[config.mk]
export PLATFORM = sky130hd
export DESIGN_NAME = tar_retry_ctrl
export DESIGN_NICKNAME = d
export VERILOG_FILES = /design/src/rtl/tar_pkg.sv /design/src/rtl/tar_interval_timer.sv /design/src/rtl/tar_retry_ctrl.sv
export SDC_FILE = /design/constraint.sdc
export NUM_CORES = 1
export LEC_CHECK = 0
export BUFFER_PORTS_ARGS = -buffer_cell sky130_fd_sc_hd__buf_2
export CORE_MARGIN = 1
export CORE_UTILIZATION = 50
export DETAILED_ROUTE_END_ITERATION = 10
export PLACE_DENSITY = 0.74
export REMOVE_ABC_BUFFERS = 1
export SLEW_MARGIN = 20
export SYNTH_ARGS = -nofsm -noshare
export SYNTH_HDL_FRONTEND = slang
export SYNTH_SLANG_ARGS = --single-unit
[constraint.sdc]
create_clock -name i_ref_clk -period 4.55 [get_ports i_ref_clk]
set_input_delay 0.91 -clock i_ref_clk [delete_from_list [all_inputs] [get_ports i_ref_clk]]
set_output_delay 0.91 -clock i_ref_clk [all_outputs]
set_load 0.02 [all_outputs]
[src/rtl/tar_pkg.sv]
// What this block does
// an eligible trip with retries enabled is cleared and restarted by the block, with no alarm.
// a trip beyond the programmed retry count raises the alarm and ends all further retries.
// the retry limit takes 0 (retries off) or 1 to 10 attempts.
// each attempt waits the programmed interval, 0.5 s to 20.0 s, before the reset command.
// only the eight overcurrent, overvoltage, overheat and overload trips may be retried.
// an output set to function 26 is high exactly while a retry sequence runs.
// the attempt count clears once normal running resumes, so a later trip starts afresh.
package tar_pkg;

  // ----------------------------------------------------------------
  // register map
  // ----------------------------------------------------------------
  localparam logic [7:0] REG_LIMIT    = 8'h00;
  localparam logic [7:0] REG_INTERVAL = 8'h04;
  localparam logic [7:0] REG_STATUS   = 8'h08;
  localparam logic [7:0] REG_IRQ_STAT = 8'h0c;
  localparam logic [7:0] REG_IRQ_MASK = 8'h10;
  localparam logic [7:0] REG_OUT_SEL  = 8'h14;

  localparam logic [3:0] LIMIT_RST    = 4'h0;
  localparam logic [7:0] INTERVAL_RST = 8'h05;
  localparam logic [7:0] OUT_SEL_RST  = 8'h00;
  localparam logic [3:0] IRQ_MASK_RST = 4'h0;

  localparam logic [3:0] RETRY_MAX    = 4'ha;
  localparam logic [7:0] IVL_MIN      = 8'h05;
  localparam logic [7:0] IVL_MAX      = 8'hc8;
  localparam logic [7:0] FUNC_RETRY   = 8'h1a;

  // irq status / mask bit positions
  localparam int IRQ_TRIP    = 0;
  localparam int IRQ_RESET   = 1;
  localparam int IRQ_ALARM   = 2;
  localparam int IRQ_RECOVER = 3;
  localparam int IRQ_W       = 4;

  // status register field positions
  localparam int ST_CNT_LSB  = 0;
  localparam int ST_ACT_BIT  = 4;
  localparam int ST_ALM_BIT  = 5;

  // ----------------------------------------------------------------
  // timing
  // ----------------------------------------------------------------
  localparam int CLK_PERIOD_NS = 100;
  localparam int IVL_UNIT_NS   = 100_000_000;  // interval step 0.1 s
  localparam int IVL_UNIT_CYC  = IVL_UNIT_NS / CLK_PERIOD_NS;

  // ----------------------------------------------------------------
  // trip causes: codes below TRIP_RETRY_LIMIT may be retried
  // ----------------------------------------------------------------
  localparam logic [3:0] TRIP_OVERCURRENT  = 4'h0;
  localparam logic [3:0] TRIP_OVERVOLTAGE  = 4'h1;
  localparam logic [3:0] TRIP_SINK_HOT     = 4'h2;
  localparam logic [3:0] TRIP_INTERNAL_HOT = 4'h3;
  localparam logic [3:0] TRIP_MOTOR_HOT    = 4'h4;
  localparam logic [3:0] TRIP_BRAKE_HOT    = 4'h5;
  localparam logic [3:0] TRIP_MOTOR_OL     = 4'h6;
  localparam logic [3:0] TRIP_DRIVE_OL     = 4'h7;
  localparam logic [3:0] TRIP_RETRY_LIMIT  = 4'h8;

  typedef struct packed {
    logic       valid;
    logic [3:0] cause;
  } tar_trip_s;

  typedef enum logic [1:0] {
    ST_IDLE,
    ST_WAIT,
    ST_RECOVER,
    ST_ALARM
  } tar_state_e;

endpackage : tar_pkg

[src/rtl/tar_interval_timer.sv]
`timescale 1ns/1ps
module tar_interval_timer
  import tar_pkg::*;
#(
  parameter int UNIT_CYC = IVL_UNIT_CYC
)(
  input  wire logic       i_ref_clk,  // controller clock
  input  wire logic       i_rst_n,    // sync reset, active low
  input  wire logic       i_run,      // count while high, clear when low
  input  wire logic [7:0] i_units,    // interval in 0.1 s steps
  output logic            o_done      // one cycle when interval elapsed
);

  localparam logic [31:0] UNIT_LAST = 32'(UNIT_CYC - 1);

  logic [31:0] pre_q, pre_d;
  logic [7:0]  unit_q, unit_d;
  logic        wrap;

  always_comb
  begin
    wrap   = (pre_q == UNIT_LAST);
    pre_d  = pre_q;
    unit_d = unit_q;
    o_done = 1'b0;
    if (!i_run)
    begin
      pre_d  = '0;
      unit_d = '0;
    end
    else if (wrap)
    begin
      pre_d  = '0;
      unit_d = unit_q + 8'h01;
      o_done = (unit_q == i_units - 8'h01);
    end
    else
    begin
      pre_d = pre_q + 32'h1;
    end
  end

  always_ff @(posedge i_ref_clk)
  begin
    if (!i_rst_n)
    begin
      pre_q  <= '0;
      unit_q <= '0;
    end
    else
    begin
      pre_q  <= pre_d;
      unit_q <= unit_d;
    end
  end

endmodule : tar_interval_timer

[src/rtl/tar_retry_ctrl.sv]
`timescale 1ns/1ps
module tar_retry_ctrl
  import tar_pkg::*;
#(
  parameter int UNIT_CYC = IVL_UNIT_CYC
)(
  input  wire logic        i_ref_clk,              // controller clock
  input  wire logic        i_rst_n,                // sync reset, active low
  input  wire tar_trip_s   i_trip,                 // trip event and cause
  input  wire logic        i_run_ok,               // normal running resumed
  input  wire logic        i_alarm_reset,          // operator alarm reset
  input  wire logic [7:0]  i_addr,                 // register byte address
  input  wire logic [31:0] i_wr_data,              // register write data
  input  wire logic        i_wr,                   // write strobe
  input  wire logic        i_rd,                   // read strobe
  output logic [31:0]      o_rd_data,              // read data, next cycle
  output logic             o_reset_cmd,            // internal reset pulse
  output logic             o_fault_alarm_output,   // alarm level
  output logic             o_auto_retry_active,    // retry in progress
  output logic             o_dout,                 // selectable terminal
  output logic             o_irq                   // interrupt level
);

  // ----------------------------------------------------------------
  // registers
  // ----------------------------------------------------------------
  logic [3:0]  retry_limit_setting_q, retry_limit_setting_d;
  logic [7:0]  retry_interval_setting_q, retry_interval_setting_d;
  logic [7:0]  output_terminal_function_select_q;
  logic [7:0]  output_terminal_function_select_d;
  logic [IRQ_W-1:0] irq_stat_q, irq_stat_d, irq_mask_q, irq_mask_d;
  logic [31:0] rd_data_d;
  logic [IRQ_W-1:0] evt;
  tar_state_e  state_q, state_d;
  logic [3:0]  cnt_q, cnt_d;

  always_comb
  begin
    retry_limit_setting_d             = retry_limit_setting_q;
    retry_interval_setting_d          = retry_interval_setting_q;
    output_terminal_function_select_d = output_terminal_function_select_q;
    irq_mask_d                        = irq_mask_q;
    irq_stat_d                        = irq_stat_q;
    rd_data_d                         = '0;
    if (i_wr)
    begin
      case (i_addr)
        REG_LIMIT:
          // above the top count is held at the top, not wrapped
          retry_limit_setting_d = (i_wr_data[7:0] > 8'(RETRY_MAX)) ?
                                  RETRY_MAX : i_wr_data[3:0];
        REG_INTERVAL:
          if (i_wr_data[7:0] < IVL_MIN)
            retry_interval_setting_d = IVL_MIN;
          else if (i_wr_data[7:0] > IVL_MAX)
            retry_interval_setting_d = IVL_MAX;
          else
            retry_interval_setting_d = i_wr_data[7:0];
        REG_IRQ_MASK: irq_mask_d = i_wr_data[IRQ_W-1:0];
        REG_OUT_SEL:  output_terminal_function_select_d = i_wr_data[7:0];
        default: ;
      endcase
    end
    if (i_rd)
    begin
      case (i_addr)
        REG_LIMIT:    rd_data_d[3:0] = retry_limit_setting_q;
        REG_INTERVAL: rd_data_d[7:0] = retry_interval_setting_q;
        REG_STATUS:
        begin
          rd_data_d[ST_CNT_LSB +: 4] = cnt_q;
          rd_data_d[ST_ACT_BIT]      = o_auto_retry_active;
          rd_data_d[ST_ALM_BIT]      = o_fault_alarm_output;
        end
        REG_IRQ_STAT:
        begin
          rd_data_d[IRQ_W-1:0] = irq_stat_q;
          irq_stat_d           = '0;
        end
        REG_IRQ_MASK: rd_data_d[IRQ_W-1:0] = irq_mask_q;
        REG_OUT_SEL:  rd_data_d[7:0] = output_terminal_function_select_q;
        default: ;
      endcase
    end
    // an event in the clearing read's cycle still lands
    irq_stat_d = irq_stat_d | evt;
  end

  always_ff @(posedge i_ref_clk)
  begin
    if (!i_rst_n)
    begin
      retry_limit_setting_q             <= LIMIT_RST;
      retry_interval_setting_q          <= INTERVAL_RST;
      output_terminal_function_select_q <= OUT_SEL_RST;
      irq_mask_q                        <= IRQ_MASK_RST;
      irq_stat_q                        <= '0;
      o_rd_data                         <= '0;
    end
    else
    begin
      retry_limit_setting_q             <= retry_limit_setting_d;
      retry_interval_setting_q          <= retry_interval_setting_d;
      output_terminal_function_select_q <= output_terminal_function_select_d;
      irq_mask_q                        <= irq_mask_d;
      irq_stat_q                        <= irq_stat_d;
      o_rd_data                         <= rd_data_d;
    end
  end

  assign o_irq = |(irq_stat_q & irq_mask_q);

  // ----------------------------------------------------------------
  // retry sequencer
  // ----------------------------------------------------------------
  logic       reset_cmd_d, alarm_d, timer_done, eligible, may_retry;

  tar_interval_timer #(
    .UNIT_CYC (UNIT_CYC)
  ) u_timer (
    .i_ref_clk (i_ref_clk),
    .i_rst_n   (i_rst_n),
    .i_run     (state_q == ST_WAIT),
    .i_units   (retry_interval_setting_q),
    .o_done    (timer_done)
  );

  always_comb
  begin
    eligible    = i_trip.cause < TRIP_RETRY_LIMIT;
    // limit 0 makes every trip fail this test, so retries are off
    may_retry   = eligible && (cnt_q < retry_limit_setting_q);
    state_d     = state_q;
    cnt_d       = cnt_q;
    reset_cmd_d = 1'b0;
    alarm_d     = o_fault_alarm_output;
    evt         = '0;
    case (state_q)
      ST_IDLE, ST_RECOVER:
        if (i_trip.valid)
        begin
          evt[IRQ_TRIP] = 1'b1;
          if (may_retry)
          begin
            state_d = ST_WAIT;
            cnt_d   = cnt_q + 4'h1;
          end
          else
          begin
            state_d        = ST_ALARM;
            alarm_d        = 1'b1;
            evt[IRQ_ALARM] = 1'b1;
          end
        end
        else if (state_q == ST_RECOVER && i_run_ok)
        begin
          state_d          = ST_IDLE;
          cnt_d            = '0;
          evt[IRQ_RECOVER] = 1'b1;
        end
      ST_WAIT:
        if (timer_done)
        begin
          state_d        = ST_RECOVER;
          reset_cmd_d    = 1'b1;
          evt[IRQ_RESET] = 1'b1;
        end
      ST_ALARM:
        // no retries here; only the operator releases the alarm
        if (i_alarm_reset)
        begin
          state_d = ST_IDLE;
          cnt_d   = '0;
          alarm_d = 1'b0;
        end
      default: state_d = ST_IDLE;
    endcase
  end

  always_ff @(posedge i_ref_clk)
  begin
    if (!i_rst_n)
    begin
      state_q              <= ST_IDLE;
      cnt_q                <= '0;
      o_reset_cmd          <= 1'b0;
      o_fault_alarm_output <= 1'b0;
    end
    else
    begin
      state_q              <= state_d;
      cnt_q                <= cnt_d;
      o_reset_cmd          <= reset_cmd_d;
      o_fault_alarm_output <= alarm_d;
    end
  end

  assign o_auto_retry_active = (state_q == ST_WAIT) ||
                               (state_q == ST_RECOVER);
  assign o_dout = o_auto_retry_active &&
                  (output_terminal_function_select_q == FUNC_RETRY);

  // ----------------------------------------------------------------
  // checks
  // ----------------------------------------------------------------
  logic [31:0] wait_cyc_q;
  always_ff @(posedge i_ref_clk)
  begin
    if (!i_rst_n || state_q != ST_WAIT)
      wait_cyc_q <= '0;
    else
      wait_cyc_q <= wait_cyc_q + 32'h1;
  end
endmodule : tar_retry_ctrl

## Word level (Yosys, flattened, before mapping)

Index checks and enable logic that the tools add are counted.

| word-level totals | value |
|---|---|
| output and inout bits | 37 |
| RAM bits | 0 |
| latch bits | 0 |
| bits in read-only memories | 0 |
| register bits | 108 |
| memories kept | 0 |
| word-level logic and storage cells | 96 |
| input bits | 51 |

| operators by class | value |
|---|---|
| mux-type cells | 34 |
| reduce and logical (&&, ||, !) cells | 19 |
| $add $sub $neg | 4 |
| multipliers | 0 |
| divide/modulo/power cells | 0 |
| shifts and indexed selects | 0 |
| equal/unequal tests | 17 |
| bitwise operators | 4 |
| $lt $le $gt $ge | 5 |

Operator list:

| kind | number |
|---|---|
| 32-bit by 1-bit adder with 32-bit output (second input constant) | 1 |
| 32-bit by 20-bit equality test with 1-bit output (second input constant) | 1 |
| 4-bit two-way mux | 7 |
| 8-bit by 5-bit equality test with 1-bit output (second input constant) | 3 |
| 4-bit case mux with 6 select lines | 1 |
| 8-bit by 4-bit equality test with 1-bit output (second input constant) | 2 |
| 8-bit two-way mux | 2 |
| 1-bit two-way mux | 13 |
| 2-bit two-way mux | 6 |
| 2-bit case mux with 3 select lines | 2 |
| 2-bit AND reduction | 6 |
| 8-bit by 1-bit adder with 8-bit output (second input constant) | 1 |
| 8-bit by 3-bit equality test with 1-bit output (second input constant) | 1 |
| 8-bit equality test | 1 |
| 8-bit by 4-bit greater-than comparator with 1-bit output (second input constant) | 1 |
| 8-bit greater-than comparator (second input constant) | 1 |
| 8-bit logical NOT | 1 |
| 8-bit by 3-bit less-than comparator with 1-bit output (second input constant) | 1 |
| 2-bit inequality test (second input constant) | 4 |
| 4-bit case mux with 2 select lines | 1 |
| 4-bit AND reduction | 2 |
| 8-bit by 1-bit subtractor with 8-bit output (second input constant) | 1 |
| 3-bit inequality test (second input constant) | 2 |
| 4-bit by 1-bit adder with 4-bit output (second input constant) | 1 |
| other kinds (17) | 21 |

## Logic depth before layout (Yosys ltp)

| depth | value |
|---|---|
| depth in word-level cells | 7 |
| mapped depth | 10 |
| gate-level depth less buffers | 8 |

## By module

From an unflattened synthesis, not the netlist that was laid out.

| unflattened totals | value |
|---|---|
| cell total of the unflattened synthesis | 505 |
| area total of the unflattened synthesis | 4545.6 µm² |

Modules (own cells, without submodules):

| module | area each (µm²) | times used | seq. area each (µm²) | cells an instance |
|---|---|---|---|---|
| tar_retry_ctrl | 2494.9 | 1 | 880.8 | 266 |
| tar_interval_timer | 2050.7 | 1 | 800.8 | 239 |

## Worst setup path after synthesis

OpenSTA, ideal clock, no wires.

| timing path | value |
|---|---|
| path kind | register to output |
| start point | reg state_q[0] |
| end point | out o_dout |
| data arrival time | 1.918 ns |
| cell stages (with the launch flop) | 6 |
| buffers on the path | 0 |
| data required time | 3.640 ns |
| path slack | 1.722 ns |
| cells stage by stage | dfxtp_1 > inv_1 > ha_1 > nor4b_1 > nand3_1 > nor4b_1 |

| on the way | value |
|---|---|
| longest elaborated chain between the ends | 3 |
| elaborated cells between the ends (all ways) | 4 |
| those cells by class | 2 x eq/ne; 2 x reduce/logical |

Ends and longest elaborated chain:

| item | line | RTL |
|---|---|---|
| start: declaration | tar_retry_ctrl.sv:34 | `tar_state_e state_q, state_d;` |
| start signal: assignment | tar_retry_ctrl.sv:191 | `state_q <= state_d;` |
| 2-bit by 1-bit equality test with 1-bit output or 2-bit equality test (tied branches) | tar_retry_ctrl.sv:198, tar_retry_ctrl.sv:199 |  |
| 1-bit logical OR (*) | tar_retry_ctrl.sv:198 | `assign o_auto_retry_active = (state_q == ST_WAIT) \|\|` |
| via o_auto_retry_active | tar_retry_ctrl.sv:19 | `output logic o_auto_retry_active,` |
| 1-bit logical AND (*) | tar_retry_ctrl.sv:200 | `assign o_dout = o_auto_retry_active &&` |
| end: declaration | tar_retry_ctrl.sv:20 | `output logic o_dout,` |

The timed path passes the listed nets; every way through them passes the cells marked *.

## Worst setup path after layout

| timing path | value |
|---|---|
| start point | reg state_q[0] |
| end point | out o_dout |

| on the way | value |
|---|---|
| longest elaborated chain between the ends | 3 |
| elaborated cells between the ends (all ways) | 4 |
| those cells by class | 2 x eq/ne; 2 x reduce/logical |

Ends and longest elaborated chain:

| item | line |
|---|---|
| 2-bit by 1-bit equality test with 1-bit output or 2-bit equality test (tied branches) | tar_retry_ctrl.sv:198, tar_retry_ctrl.sv:199 |
| 1-bit logical OR (*) | tar_retry_ctrl.sv:198 |
| 1-bit logical AND (*) | tar_retry_ctrl.sv:200 |

Mark *: on every way between the ends. The rest lies on a longest branch, timed or not.

==> results.txt <==
The flow ran to the end, and the final reports show no timing, DRC or antenna violations. The clock tree synthesis step divided the H-tree into 3 levels. Derived from the worst setup path, the maximum achievable clock frequency is 327 MHz. The dominant cell by count in the synthesized netlist was sky130_fd_sc_hd__nor2_1. The maximum cell stage delay along the critical path was 0.41 ns. The post-route minimum period came out at 3.06 ns. Setup repair after global routing left no endpoint under its margin. The synthesized design spends more area on one cell type than any other, namely sky130_fd_sc_hd__dfxtp_1.

For this run, the number of Yosys warnings is 0. In this run, post-CTS repair resized a total of 0 instances. For this design the static power due to leakage is 1.89 nW. For the design area, the log shows 4760 um^2.

Synthesis instantiated 61 different standard cells from the library. Grouping stages by cell kind, the critical path spends the most delay in simple AND/OR/NAND/NOR gates. The worst path uses 67.2% of the clock period.

Setup violations remaining at the end of the flow were counted as 0. After synthesis, the share of flip-flops with an asynchronous set or reset is 0%. The overall track demand over capacity in global routing is 21.3%, and the maximum vdd drop is 0.175 mV. In the post-synthesis netlist, the biggest area contributors are sky130_fd_sc_hd__dfxtp_1, sky130_fd_sc_hd__nor2_1, sky130_fd_sc_hd__xor2_1.

Of all nets on the critical path, the largest fanout is 5. The run gives 0 as the number of antenna violations at the first check in global routing. Global routing finished with a remaining overflow of 0. The cell sitting at the root of the clock tree is a sky130_fd_sc_hd__clkbuf_8.

The signal on the critical path passes through inv_1 > ha_1 > nor4b_1 > nand3_1 > nor4b_1 > buf_2. The later-pin clock latency in the skew report was 0.35 ns. Row generation in the floorplan step produced 33 rows. The die covers 9220 um^2. The first detailed-routing pass ran for 4 iterations. The total CTS buffers was 9; the y dimension of the die was 96.0 um. Entering global routing, the biggest net connects 33 pins. The ratio of total power to cell area was 297 nW/um^2; the top-level port count was 88. During placement, the flow inserted port buffers numbering 36.

For this run, the post-layout net count is 612. The number of antenna repair diodes was 0; the number of setup buffers added after CTS was 0. Counting every sink on the clock net gives 84. The most used flip-flop cell after synthesis is sky130_fd_sc_hd__dfxtp_1. By count the netlist is led by sky130_fd_sc_hd__nor2_1, sky130_fd_sc_hd__dfxtp_1, sky130_fd_sc_hd__nand2_1.

Power comes to 1.42 mW. The core utilization of the finished layout came out at 56.8%. Between clock sinks in the finished design, the worst skew comes to 0.0127 ns. Sum of negative setup slack: 0 ns. The number of max-slew violations in the final report is 0. Synthesis handed over a netlist of 522 instances. The min-delay analysis places its worst path in the category reg2reg.

The synthesized cell area is 4420 um^2, and the last weighted congestion value of the routability-driven placer is 0.868. In the routed design, unresolved DRC markers number 0. The total of fill cells in the finished design was 750. TritonCTS built the clock tree.

A synthesized cell averages 8.47 um^2. Headroom to the max-slew limit: 32.6%. The core region is 8380 um^2. STA classifies the critical path startpoint as a flop. The logs give 3.64 ns for the worst path required time and 1.66 ns for the setup slack after placement. The worst path arrival time is 2.15 ns, and the count of flip-flops with a built-in enable after synthesis is 0. Across the run, the number of max-cap violations was 0. The largest individual stage delay along the critical path comes from the cell sky130_fd_sc_hd__dfxtp_1.

STA classifies the critical path endpoint as an output port. After detailed routing, the average wire length per cell comes to 14.0 um. The logs give 0 for the final count of hold timing violations and 0 for the number of antenna-violating nets in the routed design.

After detailed placement, the total cell area comes to 4560 um^2. The number of buffer and inverter instances along the worst setup path is 2, and the number of buffers inserted for hold repair after clock tree synthesis is 0. The detailed-route vias per instance was 5.57; the HPWL after detailed placement was 6.76 mm. The synthesized design devotes to its leading area cell type 38.1% of total area. Category of the most critical setup path: reg2out.

After detailed routing, the total wire length is 9.24 mm. The logs give 2 for the deepest clock path buffer count and 15.2 mm for the first-pass GRT wire length. For the pin with the worst max-slew slack, the measured transition is 1.01 ns. The layout overhead on the synthesized area is 7.76%. The count of routing violations after the opening detailed-route iteration came out at 110.

The synthesized flop and latch total works out to 84. The most frequent cell on the critical path was sky130_fd_sc_hd__nor4b_1. For the final worst-path setup slack, the log shows 1.49 ns.

The die is 96.0 um wide. Across all layers, the routed design uses 3670 vias. The proportion of layout cells with a drive suffix above 1 came out at 12.3%. Summing the sequential cell areas from Yosys gives 38.1% of the chip area. The clock-pin transition on the worst setup and hold timing paths works out to 0.08 ns. For the starting utilization of the core area, the log shows 52.7%. The number of global-route vias before repair is 3355.
kinds of logic after synthesis:
kind of cell    after synthesis  synth area share (%)
fa+ha+maj                    11                  3.11
other cells                   1                0.0849
compound gates               79                  11.4
simple gates                221                  25.5
flops                        84                  38.1
mux                          25                  6.00
xor+xnor                     43                  8.52
buf+inv                      58                  7.30
registers in the layout, indices dropped and copies added, names as in the netlist:
name / count
cnt_q: 4
irq_mask_q: 4
irq_stat_q: 4
o_fault_alarm_output: 1
o_rd_data: 8
o_reset_cmd: 1
output_terminal_function_select_q: 8
retry_interval_setting_q: 8
retry_limit_setting_q: 4
state_q: 2
u_timer.pre_q: 32
u_timer.unit_q: 8
final timing paths:
| path | from | end | slack, ns | cells past startpoint |
|---|---|---|---|---|
| setup / recovery | state_q[0] | o_dout | 1.49 | 6 |
| hold / removal | u_timer.pre_q[0] | u_timer.pre_q[0] | 0.46 | 1 |
| setup reg to reg | u_timer.pre_q[0] | u_timer.pre_q[21] | 2.19 | 6 |
| hold reg to reg | u_timer.pre_q[0] | u_timer.pre_q[0] | 0.46 | 1 |
layout by cell type, fill, tap and decap left out, types with 3 or more instances in the layout:
master	netlist	routed
sky130_fd_sc_hd__a211oi_1	3	3
sky130_fd_sc_hd__a21oi_1	24	24
sky130_fd_sc_hd__a22o_1	3	3
sky130_fd_sc_hd__a22oi_1	6	6
sky130_fd_sc_hd__a31oi_1	3	3
sky130_fd_sc_hd__and3_1	14	14
sky130_fd_sc_hd__and4_1	3	3
sky130_fd_sc_hd__buf_2	6	36
sky130_fd_sc_hd__clkbuf_8	0	10
sky130_fd_sc_hd__clkinvlp_4	0	3
sky130_fd_sc_hd__conb_1	1	24
sky130_fd_sc_hd__dfxtp_1	84	84
sky130_fd_sc_hd__ha_1	11	11
sky130_fd_sc_hd__inv_1	15	15
sky130_fd_sc_hd__mux2i_1	22	22
sky130_fd_sc_hd__nand2_1	36	36
sky130_fd_sc_hd__nand2b_1	3	3
sky130_fd_sc_hd__nand3_1	18	17
sky130_fd_sc_hd__nand4_1	14	14
sky130_fd_sc_hd__nor2_1	86	86
sky130_fd_sc_hd__nor2b_1	6	6
sky130_fd_sc_hd__nor3_1	10	10
sky130_fd_sc_hd__nor4_1	5	5
sky130_fd_sc_hd__nor4b_1	4	4
sky130_fd_sc_hd__o2111ai_1	3	3
sky130_fd_sc_hd__o21a_1	3	3
sky130_fd_sc_hd__o21ai_0	17	17
sky130_fd_sc_hd__o31ai_1	3	3
sky130_fd_sc_hd__or3_1	7	7
sky130_fd_sc_hd__xnor2_1	13	13
sky130_fd_sc_hd__xor2_1	30	30
worst register-to-register path, stage by stage (launching register included):
cell                      delay, ns
sky130_fd_sc_hd__dfxtp_1       0.37
sky130_fd_sc_hd__ha_1          0.20
sky130_fd_sc_hd__and3_1        0.23
sky130_fd_sc_hd__nand3_2       0.13
sky130_fd_sc_hd__or4_1         0.68
sky130_fd_sc_hd__nand3_2       0.50
sky130_fd_sc_hd__nor2_1        0.12
power breakdown:
group / switching [mW] / leakage (nW) / internal [mW] / total, mW
Clock: 0.266 / 0.0910 / 0.267 / 0.534
Sequential: 0.00900 / 0.678 / 0.743 / 0.752
Combinational: 0.0923 / 1.12 / 0.0373 / 0.130
per-layer routing:
layer	vias to the layer above	part of all wire, %	GRT usage, %
met2	94	46	34.6
met5	-	0	0
met1	1715	46	26.6
li1	1840	-	-
met3	21	5.1	4.58
met4	0	2.9	10.3
layout make-up:
type                    instances  area, um^2  area share (%)
repair buffers                 37         188            3.94
multi-input cells             403        2510            52.6
flip-flops and latches         84        1680            35.3
well taps                     105         131            2.76
clock inverters                 5        61.3            1.29
clock buffers                  10         138            2.89
inverters                      15        56.3            1.18
per-stage QoR:
stage | hold WS (ns) | cells
finish | 0.463 | 659
CTS | 0.463 | 659
floorplan | 0.426 | 502
global placement | 0.436 | 644
detailed placement | 0.445 | 644
global route | 0.502 | 659
No activity file was read; power rests on OpenSTA's default activity.
